File: src/core/pot_defines.svh
// constants for the potentiometer two-wire slave: addresses, reset values, timing
`ifndef POT_DEFINES_SVH
`define POT_DEFINES_SVH

// ==========================================================================
// bus address and register map
`define POT_BUS_ADDR      7'h28
`define POT_REG_WIPER     8'h00
`define POT_REG_RSVD      8'h01
`define POT_REG_ACS       8'h02

// ==========================================================================
// field positions and values
`define POT_ACS_VOL_BIT   7
`define POT_ACS_RESET     8'h00
`define POT_ACS_NV        8'h00
`define POT_ACS_VOL       8'h80
`define POT_WIPER_DEFAULT 8'h80
`define POT_NV_INIT       8'h80

// ==========================================================================
// timing
`define POT_CLK_MHZ       200
`define POT_BOOT_TIME_US  120
`define POT_BOOT_CYCLES   (`POT_BOOT_TIME_US * `POT_CLK_MHZ)
`define POT_NVW_TIME_US   10000
`define POT_NVW_CYCLES    (`POT_NVW_TIME_US * `POT_CLK_MHZ)

`endif

File: src/core/pot_pkg.sv
// types shared by the potentiometer two-wire slave
package pot_pkg;

   // ========================================================================
   // protocol states, one-hot
   typedef enum logic [7:0] {
      POT_ST_BOOT   = 8'h01,
      POT_ST_IDLE   = 8'h02,
      POT_ST_ID     = 8'h04,
      POT_ST_REG    = 8'h08,
      POT_ST_WDATA  = 8'h10,
      POT_ST_TX     = 8'h20,
      POT_ST_IGNORE = 8'h40,
      POT_ST_NVW    = 8'h80
   } pot_state_e;

   // ========================================================================
   // bus pin levels as seen at the device
   typedef struct packed {
      logic scl;
      logic sda;
   } pot_pins_s;

   // ========================================================================
   // status shown to the rest of the chip
   typedef struct packed {
      logic booting;
      logic nv_busy;
      logic [7:0] access_select;
   } pot_status_s;

endpackage

File: src/core/pot_i2c_slave.sv
// two-wire serial slave giving access to the digital potentiometer registers
//
// Summary of operation
// - the block is only a bus slave; the master starts transfers and clocks them
// - every byte moves most significant bit first
// - data changes only while clock low; changes while high are start or stop
// - during power-up the data pin is an input, never driven
// - watch both lines for a start; ignore everything until one is seen
// - starts during power-up or a nonvolatile write are ignored
// - stop after a read or volatile-only write returns to standby
// - stop that began a nonvolatile write reaches standby when that write ends
// - transmitter releases data after eight bits; receiver pulls low on ninth clock
// - acknowledge valid address byte, register address byte and write data byte
// - first byte upper seven bits match bus address; low bit 1 read, 0 write
// - during a nonvolatile write both lines are ignored and data is released
// - write data shifts in on clock rises and commits on the falling edge after its last bit
// - write to register 0 with access-select zero starts nonvolatile write at stop
// - read is address write, register, repeated start, address read, one byte
// - access-select 00h targets power-up store, 80h targets wiper setting
// - access-select is 8 bits at 02h, only msb matters, resets to 00h
// - at power-up the power-up store is copied into the wiper setting
// - with access-select 80h register 0 touches only the wiper setting
// - writing the store also loads the wiper; reading it leaves wiper alone
// - a bad register address or a second write data byte returns the wiper setting to 128
`include "pot_defines.svh"

module pot_i2c_slave
   import pot_pkg::*;
#(
   parameter int unsigned BOOT_CYCLES = `POT_BOOT_CYCLES,
   parameter int unsigned NVW_CYCLES  = `POT_NVW_CYCLES,
   parameter logic [7:0]  NV_INIT     = `POT_NV_INIT
) (
   // clock and reset
   input  wire logic        clk,
   input  wire logic        sys_rst,
   // bus pins
   input  wire pot_pins_s   pins_i,
   output logic             sda_o,
   output logic             sda_oe,
   // potentiometer control and status
   output logic [7:0]       wiper_setting,
   output pot_status_s      status
);

   // =======================================================================
   // declarations
   pot_state_e  state_q;
   logic [1:0]  scl_meta_q;
   logic [1:0]  sda_meta_q;
   logic        scl_s_q;
   logic        sda_s_q;
   logic        scl_p_q;
   logic        sda_p_q;
   logic        scl_rise;
   logic        scl_fall;
   logic        start_cond;
   logic        stop_cond;
   logic [31:0] timer_q;
   logic        timer_done;
   logic [3:0]  bit_cnt_q;
   logic [7:0]  shift_q;
   logic [7:0]  tx_q;
   logic [7:0]  ptr_q;
   logic        wrote_q;
   logic        sda_oe_q;
   logic [7:0]  wiper_q;
   logic [7:0]  acs_q;
   logic [7:0]  nv_q = NV_INIT;
   logic [7:0]  nv_data_q;
   logic        nv_pend_q;
   logic        byte_done;
   logic        ack_end;
   logic        id_match;
   logic        reg_ok;
   logic        wr_commit;
   logic        wr_error;
   logic        reg_error;
   logic [7:0]  read_value;

   // =======================================================================
   // pin synchronisers and bus condition detection
   // three flops settle the free-running pins; a fourth keeps the previous level so
   // edges and conditions are only ever formed from settled values
   always_ff @(posedge clk) begin
      if (sys_rst) begin
         scl_meta_q <= 2'h3;
         sda_meta_q <= 2'h3;
         scl_s_q    <= 1'b1;
         sda_s_q    <= 1'b1;
         scl_p_q    <= 1'b1;
         sda_p_q    <= 1'b1;
      end else begin
         scl_meta_q <= {scl_meta_q[0], pins_i.scl};
         sda_meta_q <= {sda_meta_q[0], pins_i.sda};
         scl_s_q    <= scl_meta_q[1];
         sda_s_q    <= sda_meta_q[1];
         scl_p_q    <= scl_s_q;
         sda_p_q    <= sda_s_q;
      end
   end

   assign scl_rise   = scl_s_q & ~scl_p_q;
   assign scl_fall   = ~scl_s_q & scl_p_q;
   // data moving while clock stays high marks a condition, not a bit
   assign start_cond = scl_s_q & scl_p_q & sda_p_q & ~sda_s_q;
   assign stop_cond  = scl_s_q & scl_p_q & ~sda_p_q & sda_s_q;

   // =======================================================================
   // byte framing helpers
   // the eighth falling edge closes the byte; the last bit was loaded on the rise before it
   assign byte_done  = scl_fall && bit_cnt_q == 4'd7;
   assign ack_end    = scl_fall && bit_cnt_q == 4'd8;
   assign id_match   = shift_q[7:1] == `POT_BUS_ADDR;
   assign reg_ok     = shift_q == `POT_REG_WIPER || shift_q == `POT_REG_ACS;
   assign wr_commit  = state_q == POT_ST_WDATA && byte_done && !wrote_q;
   // a second data byte in one write is outside the protocol
   assign wr_error   = state_q == POT_ST_WDATA && byte_done && wrote_q;
   assign reg_error  = state_q == POT_ST_REG && byte_done && !reg_ok;

   // register 0 reads the store unless access-select picks the wiper
   always_comb begin
      read_value = 8'h00;
      if (ptr_q == `POT_REG_WIPER) begin
         read_value = acs_q[`POT_ACS_VOL_BIT] ? wiper_q : nv_q;
      end else if (ptr_q == `POT_REG_ACS) begin
         read_value = acs_q;
      end
   end

   // =======================================================================
   // shared timer for the power-up recall and the nonvolatile write
   // one counter serves both blind phases since they never overlap; it reloads
   // whenever the block idles or holds a write, so the store write starts full
   always_ff @(posedge clk) begin
      if (sys_rst) begin
         timer_q <= BOOT_CYCLES;
      end else if (state_q == POT_ST_WDATA || state_q == POT_ST_IDLE) begin
         timer_q <= NVW_CYCLES;
      end else if (state_q == POT_ST_BOOT || state_q == POT_ST_NVW) begin
         if (timer_q != 32'h0) begin
            timer_q <= timer_q - 32'h1;
         end
      end
   end

   assign timer_done = timer_q == 32'h0;

   // =======================================================================
   // protocol sequencer
   // boot and nvw are blind phases; every other state watches for start and stop.
   // id, reg and wdata take in a byte and acknowledge it on the ninth clock;
   // tx sends one byte, then ignore waits for the master's stop.
   // the bit counter steps on clock falls, because the master moves data while
   // the clock is low: 0 to 7 a bit in flight, 8 the ninth clock, F the fall
   // that closes a start and carries no bit
   always_ff @(posedge clk) begin
      if (sys_rst) begin
         state_q   <= POT_ST_BOOT;
         bit_cnt_q <= 4'h0;
         shift_q   <= 8'h00;
         tx_q      <= 8'h00;
         ptr_q     <= 8'h00;
         wrote_q   <= 1'b0;
         sda_oe_q  <= 1'b0;
      end else begin
         unique case (state_q)
            POT_ST_BOOT: begin
               // starts are not looked at until the recall finishes
               sda_oe_q <= 1'b0;
               if (timer_done) begin
                  state_q <= POT_ST_IDLE;
               end
            end
            POT_ST_NVW: begin
               // both lines ignored and data released while writing
               sda_oe_q <= 1'b0;
               if (timer_done) begin
                  state_q <= POT_ST_IDLE;
               end
            end
            default: begin
               if (start_cond) begin
                  // a start anywhere drops what was under way
                  // the clock fall that closes the start carries no bit, so the
                  // counter parks one below zero and wraps on that fall
                  state_q   <= POT_ST_ID;
                  bit_cnt_q <= 4'hF;
                  sda_oe_q  <= 1'b0;
                  wrote_q   <= 1'b0;
               end else if (stop_cond) begin
                  bit_cnt_q <= 4'h0;
                  sda_oe_q  <= 1'b0;
                  // a stop with the counter at rest ends a whole frame; elsewhere it aborts
                  if (nv_pend_q && bit_cnt_q == 4'h0) begin
                     state_q <= POT_ST_NVW;
                  end else begin
                     state_q <= POT_ST_IDLE;
                  end
               end else if (state_q == POT_ST_IDLE || state_q == POT_ST_IGNORE) begin
                  sda_oe_q  <= 1'b0;
                  bit_cnt_q <= 4'h0;
               end else if (state_q == POT_ST_TX) begin
                  // device transmits, master clocks
                  if (scl_fall) begin
                     if (bit_cnt_q < 4'd7) begin
                        tx_q      <= {tx_q[6:0], 1'b0};
                        sda_oe_q  <= ~tx_q[6];
                        bit_cnt_q <= bit_cnt_q + 4'h1;
                     end else if (bit_cnt_q == 4'd7) begin
                        sda_oe_q  <= 1'b0;
                        bit_cnt_q <= 4'd8;
                     end else begin
                        // one data byte only; wait for the master's stop
                        state_q   <= POT_ST_IGNORE;
                        bit_cnt_q <= 4'h0;
                     end
                  end
               end else begin
                  // receiving: id, register or data byte
                  if (scl_rise && bit_cnt_q < 4'd8) begin
                     shift_q <= {shift_q[6:0], sda_s_q};
                  end
                  // ack rises on the fall that closes the eighth bit and stands through the ninth clock
                  if (byte_done) begin
                     bit_cnt_q <= 4'd8;
                     unique case (state_q)
                        POT_ST_ID: begin
                           sda_oe_q <= id_match;
                           if (!id_match) begin
                              state_q <= POT_ST_IGNORE;
                           end
                        end
                        POT_ST_REG: begin
                           sda_oe_q <= reg_ok;
                           ptr_q    <= shift_q;
                           if (!reg_ok) begin
                              state_q <= POT_ST_IGNORE;
                           end
                        end
                        default: begin
                           sda_oe_q <= !wrote_q;
                           wrote_q  <= 1'b1;
                           if (wrote_q) begin
                              state_q <= POT_ST_IGNORE;
                           end
                        end
                     endcase
                  end else if (scl_fall && bit_cnt_q < 4'd7) begin
                     bit_cnt_q <= bit_cnt_q + 4'h1;
                  end else if (scl_fall && bit_cnt_q == 4'hF) begin
                     bit_cnt_q <= 4'h0;
                  end else if (ack_end) begin
                     // ninth clock over: release and move on
                     sda_oe_q  <= 1'b0;
                     bit_cnt_q <= 4'h0;
                     if (state_q == POT_ST_ID) begin
                        if (shift_q[0]) begin
                           // first bit goes out on the same falling edge
                           state_q  <= POT_ST_TX;
                           tx_q     <= read_value;
                           sda_oe_q <= ~read_value[7];
                        end else begin
                           state_q <= POT_ST_REG;
                        end
                     end else if (state_q == POT_ST_REG) begin
                        state_q <= POT_ST_WDATA;
                     end
                  end
               end
            end
         endcase
      end
   end

   // =======================================================================
   // register file and nonvolatile store
   // the store itself has no reset: it keeps its value across sys_rst
   always_ff @(posedge clk) begin
      if (state_q == POT_ST_NVW && timer_done) begin
         nv_q <= nv_data_q;
      end
   end

   // wiper: recalled at power-up, loaded by register-0 writes, parked on errors
   always_ff @(posedge clk) begin
      if (sys_rst) begin
         wiper_q <= `POT_WIPER_DEFAULT;
      end else begin
         if (state_q == POT_ST_BOOT && timer_done) begin
            wiper_q <= nv_q;
         end
         if (wr_error || reg_error) begin
            wiper_q <= `POT_WIPER_DEFAULT;
         end else if (wr_commit && ptr_q == `POT_REG_WIPER) begin
            // store writes always carry the wiper along
            wiper_q <= shift_q;
         end
      end
   end

   // access-select: the whole byte is kept even though only bit 7 steers
   always_ff @(posedge clk) begin
      if (sys_rst) begin
         acs_q <= `POT_ACS_RESET;
      end else if (wr_commit && ptr_q == `POT_REG_ACS) begin
         // reserved values are the master's to avoid, not ours to filter
         acs_q <= shift_q;
      end
   end

   // =======================================================================
   // store write bookkeeping
   // the byte waits here for the closing stop; a start or an idle drops it
   always_ff @(posedge clk) begin
      if (sys_rst) begin
         nv_data_q <= 8'h00;
         nv_pend_q <= 1'b0;
      end else if (start_cond || state_q == POT_ST_NVW || state_q == POT_ST_IDLE) begin
         nv_pend_q <= 1'b0;
      end else if (wr_commit && ptr_q == `POT_REG_WIPER && !acs_q[`POT_ACS_VOL_BIT]) begin
         nv_data_q <= shift_q;
         nv_pend_q <= 1'b1;
      end
   end

   // =======================================================================
   // outputs
   // open-drain: the pin only ever pulls low
   assign sda_o                = 1'b0;
   assign sda_oe               = sda_oe_q;
   assign wiper_setting        = wiper_q;
   assign status.booting       = state_q == POT_ST_BOOT;
   assign status.nv_busy       = state_q == POT_ST_NVW;
   assign status.access_select = acs_q;

endmodule

File: config.mk
export PLATFORM = sky130hd
export DESIGN_NAME = pot_i2c_slave
export DESIGN_NICKNAME = d
export VERILOG_FILES = /design/src/core/pot_pkg.sv /design/src/core/pot_i2c_slave.sv
export VERILOG_INCLUDE_DIRS = /design/src /design/src/core
export SDC_FILE = /design/constraint.sdc
export NUM_CORES = 1
export LEC_CHECK = 0
export ABC_AREA = 1
export BUFFER_PORTS_ARGS = -buffer_cell sky130_fd_sc_hd__buf_2
export CORE_MARGIN = 2
export CORE_UTILIZATION = 30
export CTS_CLUSTER_DIAMETER = 40
export DETAILED_ROUTE_END_ITERATION = 12
export SYNTH_ARGS = -nofsm -noshare
export SYNTH_HDL_FRONTEND = slang
export SYNTH_SLANG_ARGS = --single-unit
File: constraint.sdc
create_clock -name clk -period 1.7 [get_ports clk]
set_input_delay 0.34 -clock clk [delete_from_list [all_inputs] [get_ports clk]]
set_output_delay 0.34 -clock clk [all_outputs]
set_load 0.01 [all_outputs]
=== After elaboration in Yosys (flattened, before gate mapping) ===
Cells that the tools add are included.

* Reductions and logical operators: 59
* Equality and inequality tests: 36
* Add/sub/neg operators: 2
* Shift operators: 0
* Bitwise logic cells: 19
* Multiply operators: 0
* Multiplexer cells: 66
* Divide/modulo/power cells: 0
* $lt $le $gt $ge: 2

{| class="wikitable"
|+ Operators with widths
! operator !! count
|-
| 2-to-1 mux 8 bit || 24
|-
| 2-to-1 mux 21 bit || 3
|-
| 2-to-1 mux 7 bit || 9
|-
| 2-to-1 mux 4 bit || 11
|-
| logical NOT 32 bit || 1
|-
| nonzero test 32 bit || 1
|-
| subtractor 32 x 1 -> 32 bit, second input constant || 1
|-
| == test 8 x 2 -> 1 bit, second input constant || 3
|-
| AND reduction 12 bit || 2
|-
| inequality test 5 bit, second input constant || 4
|-
| logical AND 1 bit || 16
|-
| logical NOT 8 bit || 2
|-
| 2-to-1 mux 1 bit || 16
|-
| one-hot mux 8 bit (2 select lines) || 1
|-
| inequality test 7 bit, second input constant || 2
|-
| nonzero test 2 bit || 7
|-
| nonzero test 7 bit || 2
|-
| inequality test 2 bit, second input constant || 6
|-
| inequality test 6 bit, second input constant || 2
|-
| NOT 1 bit || 12
|-
| AND reduction 6 bit || 2
|-
| OR reduction 2 bit || 5
|-
| == test 4 bit, second input constant || 2
|-
| == test 8 x 1 -> 1 bit, second input constant || 1
|-
| 29 further kinds || 49
|}

* Bits in read-only memories: 0
* Latch bits: 0
* Bits of input ports: 4
* Word-level logic and storage cells: 204
* Register bits after elaboration: 110
* Memory bits (writable): 0
* Output and inout bits: 20
* Memories: 0

=== Logic depth before layout (Yosys ltp) ===
Gate-level depths: netlist (run 1).

* Depth in word-level cells: 12
* Depth in mapped cells: 14
* Depth with buffers taken out: 14

=== Worst setup path before layout (run 1) ===
No wires, ideal clock.

* Path type: register -> register
* Start point: reg timer_q[0]
* End point: reg nv_q[0] (enable)
* Data required time: 1.330 ns
* Path slack: -0.032 ns
* Cell stages (with the launch flop): 9
* Library setup time: 0.370 ns
* Clock period less this slack: 1.732 ns
* Arrival time: 1.362 ns
* Buffers on the path: 0
* Cells stage by stage: dfxtp_1 > inv_1 > ha_1 > inv_1 > nor2_1 > nand3_1 > nor3_1 > nand2_1 > nor2_1

* Longest elaborated chain between the ends: 2

{| class="wikitable"
|+ RTL lines
! element !! line !! text
|-
| start: declaration || pot_i2c_slave.sv:59 || <nowiki>logic [31:0] timer_q;</nowiki>
|-
| start signal: assignment || pot_i2c_slave.sv:142 || <nowiki>timer_q <= timer_q - 32'h1;</nowiki>
|-
| logical NOT 32 bit || pot_i2c_slave.sv:147 || <nowiki>assign timer_done = timer_q == 32'h0;</nowiki>
|-
| logical AND 1 bit || pot_i2c_slave.sv:280 || <nowiki>if (state_q == POT_ST_NVW && timer_done) begin</nowiki>
|-
| end signal: assignment || pot_i2c_slave.sv:281 || <nowiki>nv_q <= nv_data_q;</nowiki>
|-
| end: declaration || pot_i2c_slave.sv:69 || <nowiki>logic [7:0] nv_q = NV_INIT;</nowiki>
|}

No other way between the ends.
A chain may end at the register's enable or synchronous reset.

=== Worst setup path after layout (run 1) ===
* Start point: reg bit_cnt_q[0]
* End point: reg tx_q[3]

* Longest elaborated chain between the ends: 4
* Elaborated cells on any way between the ends: 14
* Those cells by class: 1 x order compare; 7 x eq/ne; 6 x reduce/logical

{| class="wikitable"
|+ RTL lines
! element !! line !! text
|-
| start: declaration || pot_i2c_slave.sv:61 || <nowiki>logic [3:0] bit_cnt_q;</nowiki>
|-
| start signal: assignment || pot_i2c_slave.sv:209 || <nowiki>bit_cnt_q <= bit_cnt_q + 4'h1;</nowiki>
|-
| start signal: assignment || pot_i2c_slave.sv:250 || <nowiki>bit_cnt_q <= bit_cnt_q + 4'h1;</nowiki>
|-
| less-than comparator 4 x 3 -> 1 bit, or another cell as far along || pot_i2c_slave.sv:206, pot_i2c_slave.sv:249 ||
|-
| logical AND 1 bit (on tied branches) || - ||
|-
| inequality test 2 bit (no line), or another cell as far along || - ||
|-
| AND reduction 12 bit (no line) * || - ||
|-
| end signal: assignment || pot_i2c_slave.sv:207 || <nowiki>tx_q <= {tx_q[6:0], 1'b0};</nowiki>
|-
| end signal: assignment || pot_i2c_slave.sv:261 || <nowiki>tx_q <= read_value;</nowiki>
|-
| end: declaration || pot_i2c_slave.sv:63 || <nowiki>logic [7:0] tx_q;</nowiki>
|}

Mark *: on every way between the ends. The rest lies on a longest branch, timed or not.

==> metrics.cfg, run 1 <==
[worst_setup_path]
slowest_delay_ns=0.34
cp.arrival_ns=2.07
cp-end-kind=flop
cpMostUsedCell=inv_1
crit_path_start_kind=flop
crit_path_cell_trace=inv_1 -> ha_1 -> nand2_1 -> inv_1 -> nand3_2 -> nand2_4 -> nand3_4 -> nor3_4 -> clkbuf_16 -> nand2_2 -> o21ai_2 -> nor2_1
worstPathRequired_ns=1.97
crit_buf_inv=3
critPathSlowestCell=dfxtp_2
crit_type=flop to flop
critical-path-top-delay-family=simple AND/OR/NAND/NOR gates
cp_max_fo=7

[logic_synthesis]
synth-seq-cells=110
synth_fp_nets=860
ys_seq_area_share_pct=38.6
netlist_instances=852
yosys_warnings=0
synth.cell_area_um2=5910
synth_cell_types=50
avgSynthCellArea_um2=6.93

[pwr]
vdd_ir_drop_max_mv=0.527
report.power.total_mw=5.48
p_per_area_nw_per_um2=609
p_leak_nw=3.96

[floorplanning]
die_h_um=144
rows=51
initial_core_util_pct=30.4
die_w_um=144
fp.coreArea_um2=19400
boundaryPins=24
fp.dieArea_um2=20800

[detailed_routing]
post_drt_wl_per_cell_um=14.4
drtPass1Iterations=5
viasPerCell=4.81
drt-total-wl_um=18700
drc=0
drtIter0Drc=433
drt.antenna.violating_nets=0
num_vias=6257

[sta]
fmax_mhz=557
maxSlewViolCount=0
slew_headroom_pct=65.3
fin_skew_ns=0.0123
hold_viol=0
period_needed_ns=1.80
rsz0062_at_grt=true
setup_ws_ns=-0.0968
worst_pin_slew_ns=0.518
fin_setup_tns_ns=-2.12
post-route-period-util_pct=106
setup_viol=46
holdWs_ns=0.146

[final_layout]
drive_gt1_share_pct=45.1
syn_to_final_growth_pct=52.3
n_fill_cell=1910
fin_util_pct=46.4
final_cells=1302
antennaDiodeCount=0
final_cell_area_um2=9000
nets=1040

[cts]
clkSlewWorstSetupHoldPaths_ns=0.09
numCtsBuffers=9
cts_tree=done
clk_latency_ns=0.37
cts_hold_buf=0
htreeDepth=3
clk_path_buf_depth=2
clock_sinks=110
clockRootBuffer=clkbuf_16

[place]
post-place-ws_ns=-0.231
placedCellCount=1243
dp_hpwl_um=12600
place_area_um2=7200
port_buffers=22
place_congestion=0.936

[global_route]
grt_usage_pct=17.0
grt_start_max_net_pins=33
grt_pass1_wl_um=27900
antenna_found_initial=0
grt_pass1_vias=5540
overflow=0

[outcome]
violations=setup timing
status=finished, violations left

[worst_hold_path]
hold_class=input pin to flop

[job]
maxCapViolCount=0

power breakdown:
part / leakage (nW) / switching [mW] / internal, mW
Combinational: 2.89 / 0.314 / 0.230
Sequential: 0.908 / 0.0318 / 2.63
Clock: 0.157 / 1.19 / 1.09
Total: 3.96 / 1.53 / 3.95
final cells by class:
type / instances / area (um^2) / share of cell area (%)
repair buffers: 191 / 1620 / 18.0
clock buffers: 9 / 225 / 2.50
clock inverters: 7 / 101 / 1.13
flip-flops and latches: 110 / 2320 / 25.8
well taps: 265 / 332 / 3.69
inverters: 96 / 402 / 4.46
multi-input cells: 624 / 4000 / 44.5
logic make-up after synthesis:
group / share of synthesized area [%]
AND/OR/NAND/NOR: 36.0
XOR/XNOR: 1.93
buffers and inverters: 9.00
other: 0.0635
AO/OA/AOI/OAI: 13.5
flip-flops: 38.6
adder cells (fa/ha/maj): 0.847
layer usage:
metal | global-route usage (%) | routed length (um) | vias to the layer above
li1 | - | - | 3131
met1 | 22.2 | 8080 | 2935
met2 | 29.3 | 9400 | 156
met3 | 3.11 | 863 | 35
met4 | 3.83 | 350 | 0
met5 | 0 | 0 | -
final timing paths:
| check | start | to | slack [ns] | cells after the start |
|---|---|---|---|---|
| min | pins_i[0] | sda_meta_q[0] | 0.15 | 2 |
| max | bit_cnt_q[0] | tx_q[3] | -0.1 | 12 |
| max reg2reg | bit_cnt_q[0] | tx_q[3] | -0.1 | 12 |
| min reg2reg | sda_meta_q[0] | sda_meta_q[1] | 0.41 | 1 |
cell usage after synthesis (all sizes together):
cell type | number | area (um^2)
a211oi | 8 | 70.1
a21oi | 48 | 244
a31oi | 1 | 6.26
a41oi | 1 | 8.76
and2 | 1 | 6.26
and3 | 2 | 12.5
buf | 17 | 138
clkbuf | 8 | 30.0
clkinv | 2 | 8.75
conb | 1 | 3.75
dfxtp | 102 | 2040
edfxtp | 8 | 240
ha | 4 | 50.1
inv | 94 | 355
nand2 | 194 | 761
nand3 | 69 | 368
nand3b | 1 | 7.51
nand4 | 8 | 50.1
nor2 | 159 | 707
nor3 | 17 | 113
nor3b | 2 | 20.0
nor4 | 2 | 12.5
o2111ai | 1 | 8.76
o211ai | 10 | 75.1
o21ai | 65 | 359
o311ai | 3 | 26.3
or2 | 11 | 68.8
xnor2 | 2 | 17.5
xor2 | 11 | 96.3
timing repair:
action | CTS | global route
setup endpoints to repair | 72 | 96
resized for setup | 105 | 225
endpoints found under the hold margin | 0 | 0
gates cloned | 4 | 2
pin swaps | 23 | 85
setup buffers | 14 | 26
worst register-to-register path, stage by stage (launching register included):
cell       delay [ns]
dfxtp_2          0.34
inv_1            0.08
ha_1             0.14
nand2_1          0.12
inv_1            0.12
nand3_2          0.09
nand2_4          0.09
nand3_4          0.09
nor3_4           0.27
clkbuf_16        0.21
nand2_2          0.05
o21ai_2          0.05
nor2_1           0.05
flip-flops by register name, indices dropped and copies added (netlist names), 4 cells and up:
name,count
acs_q,8
bit_cnt_q,4
nv_data_q,8
nv_q,8
ptr_q,8
shift_q,8
state_q,8
timer_q,32
tx_q,7
wiper_setting,8
cells in the final DEF (no fill, tap or decap), drive strengths merged:
| master | count |
|---|---|
| nand2 | 195 |
| buf | 189 |
| nor2 | 159 |
| dfxtp | 102 |
| inv | 99 |
| nand3 | 71 |
| o21ai | 65 |
| a21oi | 48 |
| nor3 | 17 |
| or2 | 11 |
| clkbuf | 11 |
| xor2 | 11 |
| o211ai | 10 |
| nand4 | 8 |
| edfxtp | 8 |
| a211oi | 8 |
| ha | 4 |
| clkinv | 3 |
| o311ai | 3 |
| and3 | 2 |
| nor3b | 2 |
| xnor2 | 2 |
| nor4 | 2 |
| clkinvlp | 1 |
| a31oi | 1 |
| and2 | 1 |
| nand3b | 1 |
| a41oi | 1 |
| o2111ai | 1 |
| conb | 1 |
Note: power is estimated with default switching activity, not from simulation.
==> run 2: changes to the inputs <==
ABC_CLOCK_PERIOD_IN_PS = 1700   (was not set)
BUFFER_PORTS_ARGS = -buffer_cell sky130_fd_sc_hd__buf_4   (was -buffer_cell sky130_fd_sc_hd__buf_2)
==> run 2 against run 1 <==
Effect of this change: the run still ends with setup timing left; sequential share of layout area up 0.47 points; count of clock-buffer cells in the layout is the same; combinational power down 3%; non-clock buffer count shrank 12; worst hold slack improved by 0.0078 ns; clock power is essentially flat; sequential power is essentially flat; first-iteration DRC count fell by 1.2%; core utilization shrank 1.1 points; global-route usage fell by 0.41 points; via count decreased by 1.2%; die area unchanged; critical endpoint is now nv_data_q[3]; largest cell class unchanged.
==> metrics.cfg, run 2 (same netlist as run 1, synthesis figures left out) <==
[worst_hold_path]
min_path_cells=2  ; unchanged
worstHoldStart=pins_i[1]
holdPathEnd=scl_meta_q[0]
hold_class=input pin to flop

[cts]
cts_tree=done
clockRootBuffer=clkbuf_16
clk_path_buf_depth=2  ; unchanged
numCtsBuffers=9  ; unchanged
clock_sinks=110  ; unchanged
htreeDepth=3  ; unchanged
clkSlewWorstSetupHoldPaths_ns=0.09  ; about the same
clk_latency_ns=0.37  ; about the same

[worst_setup_path]
cp_max_fo=8  ; +1
startpoint=bit_cnt_q[0]
rrSetupSlack_ns=-0.15  ; -0.05 ns
crit_type=flop to flop
reg2reg_to=nv_data_q[3]
worstPathRequired_ns=1.95  ; -0.02 ns
crit-reg2reg-launch=bit_cnt_q[0]
cp.arrival_ns=2.10  ; +0.03 ns
rr_worst_depth=8  ; -4
cp-end-kind=flop
crit_path_start_kind=flop

[floorplanning]
die_h_um=144  ; unchanged
rows=51  ; unchanged
fp.dieArea_um2=20800  ; unchanged
die_w_um=144  ; unchanged
initial_core_util_pct=30.4  ; unchanged
fp.coreArea_um2=19400  ; unchanged
boundaryPins=24  ; unchanged

[sta]
post-route-period-util_pct=109  ; +3.1 points
fmax_mhz=541  ; -2.8%
worst_pin_slew_ns=0.511  ; -0.00670 ns
setup_viol=56  ; +22%
fin_setup_tns_ns=-3.94  ; -1.82 ns
fin_skew_ns=0.0166  ; +0.00433 ns
period_needed_ns=1.85  ; +0.0522 ns
setup_ws_ns=-0.149  ; -0.0522 ns
maxSlewViolCount=0  ; unchanged
slew_headroom_pct=65.7  ; +0.45 points
rsz0062_at_grt=true
hold_viol=0  ; unchanged

[final_layout]
largest-register=timer_q
antennaDiodeCount=0  ; unchanged
nets=1030  ; -0.96%
final_common_cell=nand2_1
largest_reg_flops=32  ; unchanged
drive_gt1_share_pct=43.6  ; -1.5 points
final_cell_mix=nand2_1, buf_4, nor2_1
final_cell_area_um2=8780  ; -2.4%
syn_to_final_growth_pct=48.7

[outcome]
violations=setup timing
status=finished, violations left

[job]
maxCapViolCount=0  ; unchanged

[detailed_routing]
post_drt_wl_per_cell_um=14.0  ; -2.2%
drc=0  ; unchanged
viasPerCell=4.78  ; -0.43%
drtIter0Drc=428  ; -1.2%
drt-total-wl_um=18100  ; -3.0%
drt.antenna.violating_nets=0  ; unchanged
num_vias=6182  ; -1.2%
drtPass1Iterations=5  ; unchanged

[place]
place_area_um2=7200  ; about the same
port_buffers=22  ; unchanged
dp_hpwl_um=12300  ; -1.9%
place_congestion=0.930  ; -0.68%

[pwr]
p_leak_nw=3.87  ; -2.2%
p_per_area_nw_per_um2=625  ; +2.6%
vdd_ir_drop_max_mv=0.446  ; -15%

[global_route]
antenna_found_initial=0  ; unchanged
grt_usage_pct=16.6  ; -0.41 points
grt_start_max_net_pins=33  ; unchanged
overflow=0  ; unchanged
grt_pass1_wl_um=27300  ; -1.8%
grt_pass1_vias=5577  ; +0.67%

run 2: final cells by class:
cell class,instances,area [um^2]
fillers,1919,10600
clock buffers,9,225
well taps,265,332
repair buffers,179,1540
multi-input cells,626,3880
flip-flops and latches,110,2310
inverters,96,394
clock inverters,7,101
run 2: metal layers:
layer / track usage (%) / wire length [um] / vias up
met5: 0 / 0 / -
met4: 4.91 / 293 / 0
met3: 3.11 / 726 / 30
met2: 28.3 / 8940 / 139
met1: 21.4 / 8180 / 2886
li1: - / - / 3127
run 2: worst max path at each step:
stage	end	slack (ns)
6_report	nv_data_q[3]	-0.15
5_1_grt	wiper_setting[3]	-0.24
4_1_cts	wiper_setting[3]	-0.20
3_5_place_dp	nv_pend_q	-0.20
3_3_place_gp	nv_data_q[0]	-0.19
2_1_floorplan	wiper_setting[1]	0.02
run 2: per-stage QoR:
step	worst slack, ns	hold WS (ns)	util, %	std cells	power, mW
after floorplan	0.0191	0.389	-	852	2.92
after global placement	-0.194	0.391	37.1	1236	3.10
after detailed placement	-0.203	0.397	37.1	1236	3.10
after CTS	-0.203	0.139	40.9	1265	5.41
after global routing	-0.243	0.142	45.3	1292	5.69
final	-0.149	0.154	45.3	1292	5.49
run 2: timing repair:
item	4_1_cts	5_1_grt
pin swaps	59	84
resized for setup	100	190
buffers inserted	12	25
gates cloned	4	3
setup endpoints to repair	84	97
hold buffers	0	0
run 2: power breakdown:
group | switching, mW | internal [mW] | total, mW
sequential | 0.0288 | 2.63 | 2.66
clock | 1.20 | 1.10 | 2.30
combinational | 0.303 | 0.225 | 0.528
run 2: critical path, stage by stage, from the launching register on:
cell and delay [ns]:
dfxtp_2 0.36, ha_4 0.15, nand2_4 0.06, nor2_4 0.11, nand2_4 0.08, nor3_4 0.26, nand3_4 0.25, nor2_4 0.33
a211oi_1 0.13
==> run 3: changes to the inputs <==
CTS_BUF_LIST = sky130_fd_sc_hd__clkbuf_4 sky130_fd_sc_hd__clkbuf_8   (was not set)
CTS_CLUSTER_SIZE = 40   (was not set)
==> run 3 against run 2 <==
Effect of this change: the flow still finishes with violations (setup timing); die area unchanged; final cell count unchanged; combinational power down 2%; clock skew up 0.0034 ns; sequential power about the same; worst hold slack worse by 0.042 ns; via count down 0.24%; sequential share of layout area up 0.32 points; core utilization down 0.31 points; power down 9.6%; routed wire length up 0.84%; critical path depth unchanged; largest cell class unchanged; highest routed layer unchanged.
==> metrics.cfg, run 3 (same netlist as run 1, synthesis figures left out) <==
[worst_setup_path]
cp.arrival_ns=2.20  ; +0.10 ns
startpoint=state_q[7]
rrSetupSlack_ns=-0.18  ; -0.03 ns
slowest_delay_ns=0.39  ; +0.03 ns
cp_max_fo=8  ; unchanged
crit_buf_inv=2  ; +2
worstPathRequired_ns=2.02  ; +0.07 ns
crit_path_start_kind=flop
crit-reg2reg-launch=state_q[7]
reg2reg_to=nv_data_q[1]
rr_worst_depth=8  ; unchanged
critPathCapture=nv_data_q[1]
cp-end-kind=flop
crit_type=flop to flop
cpMostUsedCell=nor2_4
crit_path_cell_trace=nor2_4 -> nand3_1 -> nor3_4 -> nand3_4 -> buf_6 -> nor2_4 -> buf_12 -> a211oi_2
critical-path-top-delay-family=simple AND/OR/NAND/NOR gates
critPathSlowestCell=dfxtp_4
crit_cells=8  ; unchanged

[final_layout]
largest-register=timer_q
ff_latch_area_um2=2320  ; +0.54%
nets=1030  ; unchanged
multi_input_area_um2=3900  ; +0.35%
syn_to_final_growth_pct=47.7
drive_gt1_share_pct=45.2  ; +1.6 points
antennaDiodeCount=0  ; unchanged
final_cell_mix=nand2_1, buf_4, nor2_1
largest_reg_flops=32  ; unchanged
n_fill_cell=1925  ; +0.31%
final_cell_area_um2=8720  ; -0.68%

[global_route]
grt_start_max_net_pins=33  ; unchanged
grt_pass1_wl_um=27100  ; -0.93%
antenna_found_initial=0  ; unchanged
overflow=0  ; unchanged
grt_pass1_vias=5596  ; +0.34%
grt_usage_pct=16.5  ; -0.13 points

[place]
dp_hpwl_um=12300  ; unchanged
place_congestion=0.930  ; unchanged
port_buffers=22  ; unchanged
place_area_um2=7200  ; unchanged

[cts]
clkSlewWorstSetupHoldPaths_ns=0.13  ; +0.04 ns
cts_tree=done
clk_path_buf_depth=2  ; unchanged
clockRootBuffer=clkbuf_8
htreeDepth=3  ; unchanged
numCtsBuffers=9  ; unchanged
clk_latency_ns=0.41  ; +0.04 ns
cts_hold_buf=0  ; unchanged
clock_sinks=110  ; unchanged

[sta]
period_needed_ns=1.88  ; +0.0319 ns
rsz0062_at_grt=true
maxSlewViolCount=0  ; unchanged
fin_skew_ns=0.0200  ; +0.00340 ns
slew_headroom_pct=66.6  ; +0.90 points
hold_viol=0  ; unchanged
holdWs_ns=0.112  ; -0.0418 ns
post-route-period-util_pct=111  ; +1.9 points
setup_ws_ns=-0.181  ; -0.0319 ns
worst_pin_slew_ns=0.498  ; -0.0134 ns
setup_viol=64  ; +14%
fmax_mhz=532  ; -1.7%

[outcome]
status=finished, violations left
violations=setup timing

[floorplanning]
fp.dieArea_um2=20800  ; unchanged
die_h_um=144  ; unchanged
rows=51  ; unchanged
die_w_um=144  ; unchanged
boundaryPins=24  ; unchanged
fp.coreArea_um2=19400  ; unchanged
initial_core_util_pct=30.4  ; unchanged

[detailed_routing]
drt-total-wl_um=18300  ; +0.84%
drc=0  ; unchanged
drtIter0Drc=477  ; +11%
num_vias=6167  ; -0.24%
drt.antenna.violating_nets=0  ; unchanged
viasPerCell=4.77  ; -0.24%
drtPass1Iterations=7  ; +2
post_drt_wl_per_cell_um=14.2  ; +0.84%

[pwr]
report.power.total_mw=4.96  ; -9.6%
vdd_ir_drop_max_mv=0.385  ; -14%
p_per_area_nw_per_um2=569  ; -9.0%
p_leak_nw=3.85  ; -0.45%

[worst_hold_path]
hold_class=input pin to flop

[job]
maxCapViolCount=0  ; unchanged

[run 3: changes by cell type in the layout (fill, tap and decap cells not counted), moves of 7 or more]
cell	delta
dfxtp_1	-8
a21oi_2	-8
a21oi_1	+8
dfxtp_2	+7
clkbuf_16	-9
clkbuf_8	+9
[run 3: metal layers]
metal	global-route usage, %	vias up	wire (um)
li1	-	3111	-
met1	21.1	2864	8150
met2	28.0	156	8950
met3	3.21	36	814
met4	5.26	0	380
met5	0	-	0
[run 3: power breakdown]
part / switching, mW / internal [mW]
logic: 0.297 / 0.219
registers: 0.0344 / 2.64
clock network: 1.15 / 0.633
total: 1.48 / 3.49
[run 3: what timing repair did]
item / 4_1_cts / 5_1_grt
setup buffers: 11 / 28
cloned: 4 / 3
resized for setup: 98 / 216
setup endpoints to repair: 86 / 103
endpoints found under the hold margin: 0 / 0
pin swaps: 51 / 90
[run 3: layout make-up]
type,instances,area share [%]
clock buffer,9,1.42
clock inverter,7,1.16
inverter,96,4.56
multi-input combinational,626,44.7
sequential,110,26.6
tap,265,3.80
timing repair buffer,179,17.8
[run 3: worst min-delay path by stage]
stage | start | to | slack (ns) | cells after the start
floorplan | scl_meta_q[0] | scl_meta_q[1] | 0.39 | 1
global placement | sda_meta_q[0] | sda_meta_q[1] | 0.39 | 1
detailed placement | scl_meta_q[1] | scl_s_q | 0.40 | 1
CTS | pins_i[0] | sda_meta_q[0] | 0.09 | 2
global route | pins_i[1] | scl_meta_q[0] | 0.09 | 2
finish | pins_i[0] | sda_meta_q[0] | 0.11 | 2
[run 3: metrics by stage]
| step | utilization [%] | cells | setup WS (ns) | setup TNS (ns) |
|---|---|---|---|---|
| 3_5_place_dp | 37.1 | 1236 | -0.203 | -5.84 |
| 5_1_grt | 45.0 | 1292 | -0.242 | -10.90 |
| 2_1_floorplan | - | 852 | 0.0191 | 0 |
| 4_1_cts | 40.3 | 1264 | -0.215 | -4.04 |
| 3_3_place_gp | 37.1 | 1236 | -0.194 | -5.71 |
| 6_report | 45.0 | 1292 | -0.181 | -4.46 |
